File: src/core/pcrs_pkg.sv
`default_nettype none
package pcrs_pkg;

   // Program counter and return stack geometry.
   localparam int unsigned PC_W       = 21;
   localparam int unsigned SP_W       = 5;
   localparam int unsigned STK_DEPTH  = 31;
   localparam int unsigned MAX_KBYTES = 2048;

   // Hard vectors.
   localparam logic [20:0] RESET_VECTOR = 21'h000000;
   localparam logic [20:0] HIGH_VECTOR  = 21'h000008;
   localparam logic [20:0] LOW_VECTOR   = 21'h000018;

   // Configuration word region: eight words, sixteen bytes at the top.
   localparam int unsigned CFG_WORDS    = 8;
   localparam int unsigned CFG_BYTES    = 16;
   localparam logic [20:0] CFG_BASE_32K  = 21'h007FF0;
   localparam logic [20:0] CFG_BASE_64K  = 21'h00FFF0;
   localparam logic [20:0] CFG_BASE_128K = 21'h01FFF0;
   localparam int unsigned FAULT_RST_BIT = 5;

   // Stack pointer register layout.
   localparam int unsigned FULL_BIT = 7;
   localparam int unsigned UNF_BIT  = 6;

   // Commands from the decoder, interrupt logic and register accesses.
   typedef enum logic [3:0] {
      OP_NONE   = 4'h0,
      OP_STEP   = 4'h1,
      OP_JUMP   = 4'h2,
      OP_CALL   = 4'h3,
      OP_INT_HI = 4'h4,
      OP_INT_LO = 4'h5,
      OP_RETURN = 4'h6,
      OP_UNLINK = 4'h7,
      OP_SFR_WR = 4'h8,
      OP_SFR_RD = 4'h9
   } pcrs_op_t;

   // Register selector for software accesses.
   typedef enum logic [2:0] {
      SEL_PC_LO  = 3'h0,
      SEL_LATH   = 3'h1,
      SEL_LATU   = 3'h2,
      SEL_SP     = 3'h3,
      SEL_TOP_LO = 3'h4,
      SEL_TOP_HI = 3'h5,
      SEL_TOP_UP = 3'h6
   } pcrs_sel_t;

   // Loader and run states, one-hot.
   typedef enum logic [2:0] {
      ST_ISSUE   = 3'h1,
      ST_CAPTURE = 3'h2,
      ST_RUN     = 3'h4
   } pcrs_state_t;

endpackage
`default_nettype wire

File: src/core/pcrs_stack_mem.sv
`timescale 1ns/1ps
`default_nettype none
module pcrs_stack_mem #(
   parameter int unsigned DEPTH = 31,
   parameter int unsigned WIDTH = 21,
   parameter int unsigned AW    = 5
) (
   input  wire logic             clock,
   input  wire logic             sys_rst,
   input  wire logic             we,
   input  wire logic [AW-1:0]    waddr,
   input  wire logic [WIDTH-1:0] wdata,
   input  wire logic [AW-1:0]    raddr,
   output logic      [WIDTH-1:0] rdata_q
);

   // Index zero has no storage; entries 1..DEPTH live at idx-1.
   logic [WIDTH-1:0] mem [DEPTH];
   logic [WIDTH-1:0] rdata_d;

   initial begin
      if (DEPTH + 1 > (1 << AW)) begin
         $error("pcrs_stack_mem: DEPTH does not fit the pointer");
      end
   end

   // Write-through keeps rdata_q equal to the entry at raddr.
   always_comb begin
      rdata_d = '0;
      if (raddr != '0) begin
         rdata_d = mem[raddr - AW'(1)];
         if (we && waddr == raddr) begin
            rdata_d = wdata;
         end
      end
   end

   always_ff @(posedge clock) begin
      if (we && waddr != '0) begin
         mem[waddr - AW'(1)] <= wdata;
      end
   end

   always_ff @(posedge clock or posedge sys_rst) begin
      if (sys_rst) begin
         rdata_q <= '0;
      end else begin
         rdata_q <= rdata_d;
      end
   end

endmodule
`default_nettype wire

File: src/core/pcrs_core.sv
`timescale 1ns/1ps
`default_nettype none
module pcrs_core #(
   parameter int unsigned MEM_KBYTES = 128
) (
   input  wire logic                    clock,
   input  wire logic                    sys_rst,
   input  wire logic                    por_rst,
   input  wire pcrs_pkg::pcrs_op_t      op,
   input  wire logic [20:0]             jump_target,
   input  wire logic                    ext_instr_enable,
   input  wire pcrs_pkg::pcrs_sel_t     sfr_sel,
   input  wire logic [7:0]              sfr_wdata,
   output logic      [7:0]              sfr_rdata_q,
   input  wire logic [15:0]             pmem_rdata,
   output logic      [20:0]             pmem_addr_q,
   output logic      [15:0]             fetch_data_q,
   output logic      [20:0]             pc_q,
   output logic      [7:0]              pc_high_latch_q,
   output logic      [4:0]              pc_upper_latch_q,
   output logic      [4:0]              return_stack_pointer_q,
   output logic                         stack_full_flag_q,
   output logic                         stack_underflow_flag_q,
   output logic                         stack_fault_reset_enable_q,
   output logic                         overflow_reset_q,
   output logic                         cfg_busy_q,
   output logic      [127:0]            config_bytes_q
);

   localparam logic [21:0] MEM_BYTES = 22'(MEM_KBYTES * 1024);
   localparam logic [20:0] CFG_BASE  = (MEM_KBYTES == 32) ?
      pcrs_pkg::CFG_BASE_32K : (MEM_KBYTES == 64) ?
      pcrs_pkg::CFG_BASE_64K : pcrs_pkg::CFG_BASE_128K;
   localparam logic [4:0]  SP_TOP    = 5'(pcrs_pkg::STK_DEPTH);

   // Only the three supported memory sizes have a known region.
   initial begin
      if (MEM_KBYTES != 32 && MEM_KBYTES != 64 && MEM_KBYTES != 128) begin
         $error("pcrs_core: MEM_KBYTES must be 32, 64 or 128");
      end
   end

   pcrs_pkg::pcrs_state_t state_q, state_d;
   logic [2:0]   cfg_idx_q, cfg_idx_d;
   logic [20:0]  pc_d, pmem_addr_d;
   logic [7:0]   lath_d, sfr_rdata_d;
   logic [4:0]   latu_d, sp_d;
   logic         full_d, unf_d, fault_rst_d, ovf_d, busy_d;
   logic [127:0] cfg_d;
   logic [15:0]  fetch_d;
   logic         mem_we;
   logic [4:0]   mem_waddr;
   logic [20:0]  mem_wdata, stack_top;

   // Stack storage; stack_top always mirrors the entry under the pointer.
   pcrs_stack_mem #(
      .DEPTH (pcrs_pkg::STK_DEPTH),
      .WIDTH (pcrs_pkg::PC_W),
      .AW    (pcrs_pkg::SP_W)
   ) u_stack (
      .clock   (clock),
      .sys_rst (sys_rst),
      .we      (mem_we),
      .waddr   (mem_waddr),
      .wdata   (mem_wdata),
      .raddr   (sp_d),
      .rdata_q (stack_top)
   );

   // Next-state logic for loader, counter, latches and stack.
   always_comb begin
      logic        push_req;
      logic        pop_req;
      logic [20:0] push_val;
      push_req    = 1'b0;
      pop_req     = 1'b0;
      push_val    = pc_q;
      state_d     = state_q;
      cfg_idx_d   = cfg_idx_q;
      pc_d        = pc_q;
      lath_d      = pc_high_latch_q;
      latu_d      = pc_upper_latch_q;
      sp_d        = return_stack_pointer_q;
      full_d      = stack_full_flag_q;
      unf_d       = stack_underflow_flag_q;
      fault_rst_d = stack_fault_reset_enable_q;
      ovf_d       = 1'b0;
      cfg_d       = config_bytes_q;
      sfr_rdata_d = sfr_rdata_q;
      mem_we      = 1'b0;
      mem_waddr   = return_stack_pointer_q;
      mem_wdata   = stack_top;
      pmem_addr_d = pmem_addr_q;
      // Past the implemented top the fetch reads as a no-operation.
      fetch_d     = ({1'b0, pmem_addr_q} < MEM_BYTES) ? pmem_rdata
                                                      : 16'h0000;
      case (state_q)
         pcrs_pkg::ST_ISSUE: begin
            pmem_addr_d = CFG_BASE + {17'h00000, cfg_idx_q, 1'b0};
            state_d     = pcrs_pkg::ST_CAPTURE;
         end
         pcrs_pkg::ST_CAPTURE: begin
            // Low byte sits at the lower address.
            cfg_d[cfg_idx_q*16 +: 16] = pmem_rdata;
            if (cfg_idx_q == 3'h0) begin
               fault_rst_d = pmem_rdata[pcrs_pkg::FAULT_RST_BIT];
            end
            if (cfg_idx_q == 3'(pcrs_pkg::CFG_WORDS - 1)) begin
               state_d = pcrs_pkg::ST_RUN;
            end else begin
               cfg_idx_d = cfg_idx_q + 3'h1;
               state_d   = pcrs_pkg::ST_ISSUE;
            end
         end
         pcrs_pkg::ST_RUN: begin
            case (op)
               pcrs_pkg::OP_STEP: begin
                  pc_d = pc_q + 21'h000002;
               end
               pcrs_pkg::OP_JUMP: begin
                  pc_d = {jump_target[20:1], 1'b0};
               end
               pcrs_pkg::OP_CALL: begin
                  push_req = 1'b1;
                  push_val = pc_q + 21'h000002;
                  pc_d     = {jump_target[20:1], 1'b0};
               end
               pcrs_pkg::OP_INT_HI: begin
                  push_req = 1'b1;
                  pc_d     = pcrs_pkg::HIGH_VECTOR;
               end
               pcrs_pkg::OP_INT_LO: begin
                  push_req = 1'b1;
                  pc_d     = pcrs_pkg::LOW_VECTOR;
               end
               pcrs_pkg::OP_RETURN: begin
                  pop_req = 1'b1;
               end
               pcrs_pkg::OP_UNLINK: begin
                  // Without the extended set the opcode is a plain step.
                  if (ext_instr_enable) begin
                     pop_req = 1'b1;
                  end else begin
                     pc_d = pc_q + 21'h000002;
                  end
               end
               pcrs_pkg::OP_SFR_WR: begin
                  case (sfr_sel)
                     pcrs_pkg::SEL_PC_LO: begin
                        pc_d = {pc_upper_latch_q, pc_high_latch_q,
                                sfr_wdata[7:1], 1'b0};
                     end
                     pcrs_pkg::SEL_LATH: lath_d = sfr_wdata;
                     pcrs_pkg::SEL_LATU: latu_d = sfr_wdata[4:0];
                     pcrs_pkg::SEL_SP: begin
                        // Flags only clear; writing a one keeps them.
                        sp_d   = sfr_wdata[4:0];
                        full_d = full_d & sfr_wdata[pcrs_pkg::FULL_BIT];
                        unf_d  = unf_d & sfr_wdata[pcrs_pkg::UNF_BIT];
                     end
                     pcrs_pkg::SEL_TOP_LO, pcrs_pkg::SEL_TOP_HI,
                     pcrs_pkg::SEL_TOP_UP: begin
                        mem_we = (return_stack_pointer_q != 5'h00);
                        case (sfr_sel)
                           pcrs_pkg::SEL_TOP_LO: mem_wdata[7:0]  = sfr_wdata;
                           pcrs_pkg::SEL_TOP_HI: mem_wdata[15:8] = sfr_wdata;
                           default: mem_wdata[20:16] = sfr_wdata[4:0];
                        endcase
                     end
                     default: begin
                     end
                  endcase
               end
               pcrs_pkg::OP_SFR_RD: begin
                  case (sfr_sel)
                     pcrs_pkg::SEL_PC_LO: begin
                        sfr_rdata_d = pc_q[7:0];
                        lath_d      = pc_q[15:8];
                        latu_d      = pc_q[20:16];
                     end
                     pcrs_pkg::SEL_LATH: sfr_rdata_d = pc_high_latch_q;
                     pcrs_pkg::SEL_LATU: begin
                        sfr_rdata_d = {3'h0, pc_upper_latch_q};
                     end
                     pcrs_pkg::SEL_SP: begin
                        sfr_rdata_d = {stack_full_flag_q,
                                       stack_underflow_flag_q, 1'b0,
                                       return_stack_pointer_q};
                     end
                     pcrs_pkg::SEL_TOP_LO: sfr_rdata_d = stack_top[7:0];
                     pcrs_pkg::SEL_TOP_HI: sfr_rdata_d = stack_top[15:8];
                     pcrs_pkg::SEL_TOP_UP: begin
                        sfr_rdata_d = {3'h0, stack_top[20:16]};
                     end
                     default: sfr_rdata_d = 8'h00;
                  endcase
               end
               default: begin
               end
            endcase
            if (push_req) begin
               if (return_stack_pointer_q != SP_TOP) begin
                  sp_d      = return_stack_pointer_q + 5'h01;
                  mem_we    = 1'b1;
                  mem_waddr = sp_d;
                  mem_wdata = push_val;
                  if (sp_d == SP_TOP) begin
                     full_d = 1'b1;
                     if (stack_fault_reset_enable_q) begin
                        sp_d  = 5'h00;
                        ovf_d = 1'b1;
                     end
                  end
               end else begin
                  full_d = 1'b1;
               end
            end
            if (pop_req) begin
               if (return_stack_pointer_q == 5'h00) begin
                  // The counter goes to the reset vector and the underflow flag sets; nothing else is reset.
                  pc_d  = pcrs_pkg::RESET_VECTOR;
                  unf_d = 1'b1;
               end else begin
                  pc_d = {stack_top[20:1], 1'b0};
                  sp_d = return_stack_pointer_q - 5'h01;
               end
            end
            pmem_addr_d = pc_d;
         end
         default: begin
            state_d = pcrs_pkg::ST_ISSUE;
         end
      endcase
      busy_d = (state_d != pcrs_pkg::ST_RUN);
   end

   // Ordinary reset state; the loader restarts on every sys_rst.
   always_ff @(posedge clock or posedge sys_rst) begin
      if (sys_rst) begin
         state_q                    <= pcrs_pkg::ST_ISSUE;
         cfg_idx_q                  <= 3'h0;
         pc_q                       <= pcrs_pkg::RESET_VECTOR;
         pc_high_latch_q            <= 8'h00;
         pc_upper_latch_q           <= 5'h00;
         return_stack_pointer_q     <= 5'h00;
         stack_fault_reset_enable_q <= 1'b1;
         overflow_reset_q           <= 1'b0;
         cfg_busy_q                 <= 1'b1;
         config_bytes_q             <= 128'h0;
         sfr_rdata_q                <= 8'h00;
         pmem_addr_q                <= 21'h000000;
         fetch_data_q               <= 16'h0000;
      end else begin
         state_q                    <= state_d;
         cfg_idx_q                  <= cfg_idx_d;
         pc_q                       <= pc_d;
         pc_high_latch_q            <= lath_d;
         pc_upper_latch_q           <= latu_d;
         return_stack_pointer_q     <= sp_d;
         stack_fault_reset_enable_q <= fault_rst_d;
         overflow_reset_q           <= ovf_d;
         cfg_busy_q                 <= busy_d;
         config_bytes_q             <= cfg_d;
         sfr_rdata_q                <= sfr_rdata_d;
         pmem_addr_q                <= pmem_addr_d;
         fetch_data_q               <= fetch_d;
      end
   end

   // The flags survive every reset except power-on, so they have their own.
   always_ff @(posedge clock or posedge por_rst) begin
      if (por_rst) begin
         stack_full_flag_q      <= 1'b0;
         stack_underflow_flag_q <= 1'b0;
      end else begin
         stack_full_flag_q      <= full_d;
         stack_underflow_flag_q <= unf_d;
      end
   end

   logic run;
   assign run = (state_q == pcrs_pkg::ST_RUN);
endmodule
`default_nettype wire

File: config.mk
export PLATFORM = sky130hd
export DESIGN_NAME = pcrs_core
export DESIGN_NICKNAME = d
export VERILOG_FILES = /design/src/core/pcrs_pkg.sv /design/src/core/pcrs_stack_mem.sv /design/src/core/pcrs_core.sv
export SDC_FILE = /design/constraint.sdc
export NUM_CORES = 2
export LEC_CHECK = 0
export ABC_AREA = 1
export BUFFER_PORTS_ARGS = -buffer_cell sky130_fd_sc_hd__buf_2
export CAP_MARGIN = 0
export CELL_PAD_IN_SITES_DETAIL_PLACEMENT = 0
export CELL_PAD_IN_SITES_GLOBAL_PLACEMENT = 1
export CORE_UTILIZATION = 40
export DETAILED_ROUTE_END_ITERATION = 7
export PLACE_DENSITY_LB_ADDON = 0.05
export RECOVER_POWER = 50
export SYNTH_ARGS = -nofsm -noshare
export SYNTH_HDL_FRONTEND = slang
export SYNTH_SLANG_ARGS = --single-unit
export TNS_END_PERCENT = 30
File: constraint.sdc
create_clock -name clock -period 12.9 [get_ports clock]
set_clock_uncertainty 0.15 [all_clocks]
set_input_delay 3.225 -clock clock [delete_from_list [all_inputs] [get_ports clock]]
set_output_delay 3.225 -clock clock [all_outputs]
set_load 0.1 [all_outputs]
# Word level (Yosys, flattened, before mapping)
# Memories as Yosys holds them, arrays and structs flattened.
# Index checks and enable logic that the tools add are counted.
# Widths: inputs -> output; s select.
[totals]
register_bits = 244
mem_bits_rw = 651
inputBits = 56
out_inout_bits = 217
word_cells = 142
n_memories = 1
[memory_table]
columns = ["memory", "depth", "word_bits", "rd", "rd_clocked_by_memory_dff", "wr", "line", "text"]
rows = [
  ["u_stack.mem", 31, 21, 1, 0, 1, "pcrs_stack_mem.sv:18", "logic [WIDTH-1:0] mem [DEPTH];"],
]
[op_classes]
addsub = 8
order_cmp = 1
n_eq_ne = 26
n_shift = 2
mux = 66
bitwise = 3
reduce_logical = 19
[ops]
columns = ["operator", "n"]
rows = [
  ["$mux 21", 12],
  ["$bwmux 128", 1],
  ["$shift 16x34->128 const A", 1],
  ["$shiftx 16x34->128", 1],
  ["$pmux 21 s6", 1],
  ["$mux 5", 15],
  ["$pmux 8 s7", 1],
  ["$pmux 21 s2", 1],
  ["$neg 7->34", 1],
  ["$mux 8", 4],
  ["$mux 1", 25],
  ["$add 21x2->21 const B", 1],
  ["$lt 21x18->1 const B", 1],
  ["$add 17x4->18 const A", 1],
  ["$eq 4x3->1 const B", 4],
  ["$mux 16", 1],
  ["$pmux 8 s2", 1],
  ["$eq 3x3->1 const B", 5],
  ["$reduce_bool 5->1", 3],
  ["$sub 5x1->5 const B", 3],
  ["$pmux 5 s2", 1],
  ["$eq 3x2->1 const B", 3],
  ["$pmux 3 s3", 1],
  ["$eq 4x2->1 const B", 2],
  ["22 further kinds", 35],
]

# Logic depth before layout (Yosys ltp)
[logic_depth]
word_depth = 12
mapped_depth = 31
depth_no_buf = 27

# By module
# Synthesis repeated with hierarchy kept, for this count alone.
[hier_totals]
hier_cells = 3803
area_unflattened_um2 = 38831.0
[by_module_without_submodules]
columns = ["mod", "instances", "cells_each", "area_each_um2", "seq_area_each_um2"]
rows = [
  ["pcrs_stack_mem", 1, 2361, 27482.6, 20074.3],
  ["pcrs_core", 1, 1442, 11348.4, 5584.1],
]

# Worst setup path after synthesis
# OpenSTA, ideal clock, no wires.
[synth_timing]
kind = "input to register"
start = "in op[2]"
end = "reg u_stack.rdata_q[17]"
setup_time_ns = 0.113
arrival_ns = 6.310
required_time_ns = 12.637
path_slack_ns = 6.327
stages = 24
n_path_buf = 8
path_cell_list = "nor2_2 > nand2_2 > nand2_2 > nand2_2 > buf_6 > nand2_2 > nand3_4 > nand2_4 > nand2_2 > buf_6 > buf_6 > buf_4 > ha_1 > clkbuf_1 > clkbuf_1 > clkbuf_1 > clkbuf_1 > nand3_1 > nand3_1 > nand3_1 > nand3_1 > nand3_1 > nand2_1 > inv_1"
[synth_between]
elab_chain_len = 12
word_cells_on_any_way = 35
cone_classes = "add/sub: 1; eq/ne: 7; mux: 23; reduce/logical: 3; memory: 1"
[synth_rtl]
columns = ["element", "line", "text"]
rows = [
  ["start, declared", "pcrs_core.sv:9", "input wire pcrs_pkg::pcrs_op_t op,"],
  ["$eq 4x2->1 / $eq 4x3->1 (equally long branches)", "pcrs_core.sv:116", "case (op)"],
  ["$reduce_or 3->1 (no source line)", "--", ""],
  ["$mux 1", "pcrs_core.sv:116", ""],
  ["$mux 1", "pcrs_core.sv:97", "case (state_q)"],
  ["$mux 5", "pcrs_core.sv:201", "if (push_req) begin"],
  ["$mux 5", "pcrs_core.sv:219", "if (return_stack_pointer_q == 5'h00) begin"],
  ["$mux 5", "pcrs_core.sv:218", "if (pop_req) begin"],
  ["$mux 5", "pcrs_core.sv:97", ""],
  ["$sub 5x1->5 / $eq 5x5->1 (equally long branches)", "pcrs_stack_mem.sv:31, pcrs_stack_mem.sv:32", ""],
  ["$mem_v2 31x21 / $logic_and 1x1->1 (equally long branches)", "--", ""],
  ["$mux 21", "pcrs_stack_mem.sv:32", "if (we && waddr == raddr) begin"],
  ["$mux 21 *", "pcrs_stack_mem.sv:30", "if (raddr != '0) begin"],
  ["named net u_stack.rdata_d[17]", "pcrs_stack_mem.sv:19", "logic [WIDTH-1:0] rdata_d;"],
  ["end signal, assigned", "pcrs_stack_mem.sv:48", "rdata_q <= rdata_d;"],
  ["end, declared", "pcrs_stack_mem.sv:14", "output logic [WIDTH-1:0] rdata_q"],
]
# Mark *: on every way through the listed nets, which the timed path passes. The rest lies on a longest branch. The select of a mux whose other input is x is not followed.
# A chain may end at the register's enable or synchronous reset.

# Worst setup path after layout
[layout_timing]
start = "in op[1]"
end = "reg u_stack.rdata_q[14]"
# The elaborated chain is that of the path after synthesis.

==> results_dict.tcl <==
set metrics [dict create \
    yosys_warnings 0 \
    root_buffer "sky130_fd_sc_hd__clkbuf_16" \
    worst_path_largest_cell_delay_ps 640 \
    critPathRequiredTime_ps 13330 \
    share_of_final_layout_standard_cells_stronger_than_drive_strength_1_pct 7.906 \
    max_freq_ghz 0.1011 \
    cts_buffers 99 \
    worst_pin_slew_ps 4706 \
    cts.sinks 895 \
    first_pass_grt_wire_length_mm 185.9 \
    placedCellCount 5190 \
    setup_slack_ps 3004 \
    worst-path-stages 25 \
    critical_path.n_buffers_inverters 9 \
    groute.usage.overall_pct 25.80 \
    routedLengthMet1_mm 54.90 \
    post_cts_hold_buffer_count 0 \
    crit_path_end_kind "flip-flop" \
    start_util_pct 40.34 \
    fin_crit_sh_pct 76.71 \
    criticalPathCategory "in2reg" \
    cts_max_path_buffers 3 \
    worst_setup_slack_for_register_to_register_paths_ps 5620 \
    area_growth_pct 13.84 \
    drc 0 \
    cts_resized 0 \
    global_route.overflow_total 0 \
    leakage_nw 17.61 \
    highest-signal-layer "met4" \
    worst_setup_hold_path_clk_slew_ps 60 \
    synth_sequential_area_ratio_pct 65.77 \
    post_synth_inst_count 3786 \
    nets 4082 \
    i_o_pin_count 273 \
    max-cap-violations 18 \
    violations_in_the_final_reports "capacitance limit, slew limit" \
    worst_hold_path.num_cells 2 \
    synth.area.top_cells "sky130_fd_sc_hd__edfxtp_1, sky130_fd_sc_hd__dfrtp_1, sky130_fd_sc_hd__nand2_1" \
    viasPerCell 5.237 \
    timing_hold_violations_final 0 \
    dominantRegCellSynth "sky130_fd_sc_hd__edfxtp_1" \
    cts_tree "built" \
    place_ws_ps 2756 \
    yosys_register_bits 895 \
    grt_max_degree 142 \
    drt_wl_total_mm 128.5 \
    maxSlewViolCount 749 \
    largest_fanout_of_any_net_on_the_critical_path 103 \
    chipHeight_um 314.3 \
    maximum_level_of_the_cts_h_tree 3 \
    post_drt_wl_per_cell_um 23.91 \
    amount_of_wire_on_met3_after_detailed_routing_mm 8.429 \
    detailedRoute.firstIterationViolations 2380 \
    synth_async_sr_flop_share_pct 27.26 \
    hold_path_class "reg2reg" \
    setup_total_negative_slack_ps 0 \
    timing.critical_path.from_type "primary input" \
    io_buffer_count 271 \
    die_x_um 314.3 \
    fp.dieArea_um2 98790 \
    fin_cells 5375 \
    detailroute.wirelength.met2_mm 60.64 \
    rows 114 \
    gp_routability_congestion 0.9096 \
    yosys.area.top_type "sky130_fd_sc_hd__edfxtp_1" \
    critPathArrivalTime_ps 10320 \
    ff2ff_path_depth 25 \
    cp_top_family "simple AND/OR/NAND/NOR gates" \
    power.density_nw_per_um2 253.0 \
    dp.final_hpwl_mm 77.83 \
    layout_min_cycle_time_ps 9896 \
    yosys.cell_types.count 52 \
    design.core.area_um2 96710 \
    route.vias.total 28150 \
    finalSetupViolations 0 \
    number_of_antenna_violations_at_the_first_check_in_global_routing 3 \
    synth_nets 3853 \
    worst_skew_pair_latency_ps 690 \
    ant_nets 0 \
    post-cts-setup-buffer-count 0 \
    first_global_vias 26610 \
    run_status "finished, violations left" \
    edff_count_synth 651 \
    syn-cell-area_um2 39010 \
    syn_area_per_cell_um2 10.31 \
    ir_drop_uv 213.2 \
    relSlewSlack_pct -215.5 \
    rsz0062_at_grt "false" \
    proportion_of_netlist_area_held_by_the_largest_area_contributor_pct 50.11 \
    drt_pass1_iterations 5 \
    cpMaxStageDelayCell "sky130_fd_sc_hd__nand2_1" \
    critPathMostFrequentCell "sky130_fd_sc_hd__nand3_1" \
]
==> flip-flops by register name, summed over array words and instances, names as in the netlist, 3 cells and up <==
| signal | cells |
|---|---|
| cfg_idx_q | 3 |
| config_bytes_q | 128 |
| fetch_data_q | 16 |
| pc_high_latch_q | 8 |
| pc_q | 21 |
| pc_upper_latch_q | 5 |
| pmem_addr_q | 21 |
| return_stack_pointer_q | 5 |
| sfr_rdata_q | 8 |
| state_q | 3 |
| u_stack.mem | 651 |
| u_stack.rdata_q | 21 |
==> layer usage <==
layer / up-vias / track usage (%)
met4: 0 / 9.357
met1: 13590 / 34.69
met3: 211 / 4.592
met2: 881 / 41.82
met5: - / 0
li1: 13470 / -
==> final cells by class <==
class | instances | area, um^2
Multi-Input combinational cell | 2393 | 11510
Timing Repair Buffer | 340 | 1539
Tap cell | 1276 | 1597
Clock inverter | 46 | 302.8
Sequential cell | 895 | 25660
Clock buffer | 138 | 2725
Inverter | 286 | 1084
Antenna cell | 1 | 2.502
Fill cell | 9398 | 52290
==> worst min-delay path: cells and delay by family (launching register included) <==
kind / cells / cell delay (ps)
flip-flops: 1 / 340
AND/OR/NAND/NOR: 2 / 110
==> cells in the final DEF, fill, tap and decap left out, types with 6 or more instances in the layout <==
cell type | synthesis | layout
sky130_fd_sc_hd__nor3_1 | 9 | 10
sky130_fd_sc_hd__edfxtp_1 | 651 | 651
sky130_fd_sc_hd__nand2_2 | 9 | 6
sky130_fd_sc_hd__clkinv_1 | 5 | 26
sky130_fd_sc_hd__o22ai_1 | 19 | 16
sky130_fd_sc_hd__a221oi_1 | 20 | 20
sky130_fd_sc_hd__o221ai_1 | 6 | 6
sky130_fd_sc_hd__clkinv_2 | 0 | 17
sky130_fd_sc_hd__a211oi_1 | 6 | 6
sky130_fd_sc_hd__o31ai_1 | 7 | 7
sky130_fd_sc_hd__xor2_1 | 20 | 20
sky130_fd_sc_hd__nand3b_1 | 23 | 23
sky130_fd_sc_hd__ha_1 | 11 | 10
sky130_fd_sc_hd__buf_2 | 46 | 40
sky130_fd_sc_hd__nor2_1 | 206 | 176
sky130_fd_sc_hd__a31oi_1 | 21 | 21
sky130_fd_sc_hd__o21ai_0 | 175 | 171
sky130_fd_sc_hd__nand4_1 | 7 | 7
sky130_fd_sc_hd__nand2_1 | 998 | 999
sky130_fd_sc_hd__clkbuf_8 | 0 | 8
sky130_fd_sc_hd__a21oi_1 | 104 | 104
sky130_fd_sc_hd__nand3_1 | 660 | 660
sky130_fd_sc_hd__nor2_2 | 4 | 21
sky130_fd_sc_hd__o211ai_1 | 19 | 19
sky130_fd_sc_hd__mux2_2 | 25 | 25
sky130_fd_sc_hd__inv_1 | 272 | 271
sky130_fd_sc_hd__clkbuf_16 | 0 | 100
sky130_fd_sc_hd__inv_2 | 9 | 7
sky130_fd_sc_hd__clkbuf_1 | 125 | 280
sky130_fd_sc_hd__dfrtp_1 | 241 | 241
sky130_fd_sc_hd__nor2_4 | 2 | 15
sky130_fd_sc_hd__buf_4 | 22 | 48
==> metrics by stage <==
stage	utilization (%)	hold slack (ps)	power, mW	area, um^2
floorplan	-	309.0	6.897	39010
global placement	43.23	306.1	8.684	41810
detailed placement	43.23	310.9	8.693	41810
CTS	46.36	325.1	11.37	44830
global route	45.92	346.6	11.81	44410
finish	45.93	330.7	11.24	44420
==> path summary, 6_finish.rpt <==
check                                            endpoint                                 from
setup / recovery            u_stack.rdata_q[14]$_DFF_PP0_                                op[1]
hold / removal             config_bytes_q[62]$_DFFE_PP0P_       config_bytes_q[62]$_DFFE_PP0P_
setup reg to reg            u_stack.rdata_q[14]$_DFF_PP0_  return_stack_pointer_q[0]$_DFF_PP0_
hold reg to reg            config_bytes_q[62]$_DFFE_PP0P_       config_bytes_q[62]$_DFFE_PP0P_
max in group asynchronous   u_stack.rdata_q[12]$_DFF_PP0_                              sys_rst
min in group asynchronous   stack_full_flag_q$_DFFE_PP0P_                              por_rst
==> cell families after synthesis <==
logic type | share of synthesized area (%)
buffers and inverters | 5.365
muxes | 0.7216
and+or+nand+nor | 21.23
DFF | 65.77
xor gates and xnor gates | 0.4714
adders and majority gates | 0.3528
AOI/OAI and AO/OA | 6.093
==> cell usage after synthesis, drive strengths merged (19+ instances only) <==
master,instances
a21oi,107
nor2,212
buf,86
dfrtp,241
o211ai,19
nand3b,23
o21ai,180
edfxtp,651
clkbuf,126
nand3,663
a221oi,20
a31oi,21
mux2,25
inv,281
nand2,1008
xor2,20
o22ai,19
==> power breakdown <==
part / internal, mW / switching (mW)
logic: 1.00 / 3.81
registers: 3.59 / 0.174
clock network: 1.51 / 1.15
total: 6.10 / 5.13
Power figures use the tool's default switching activity.
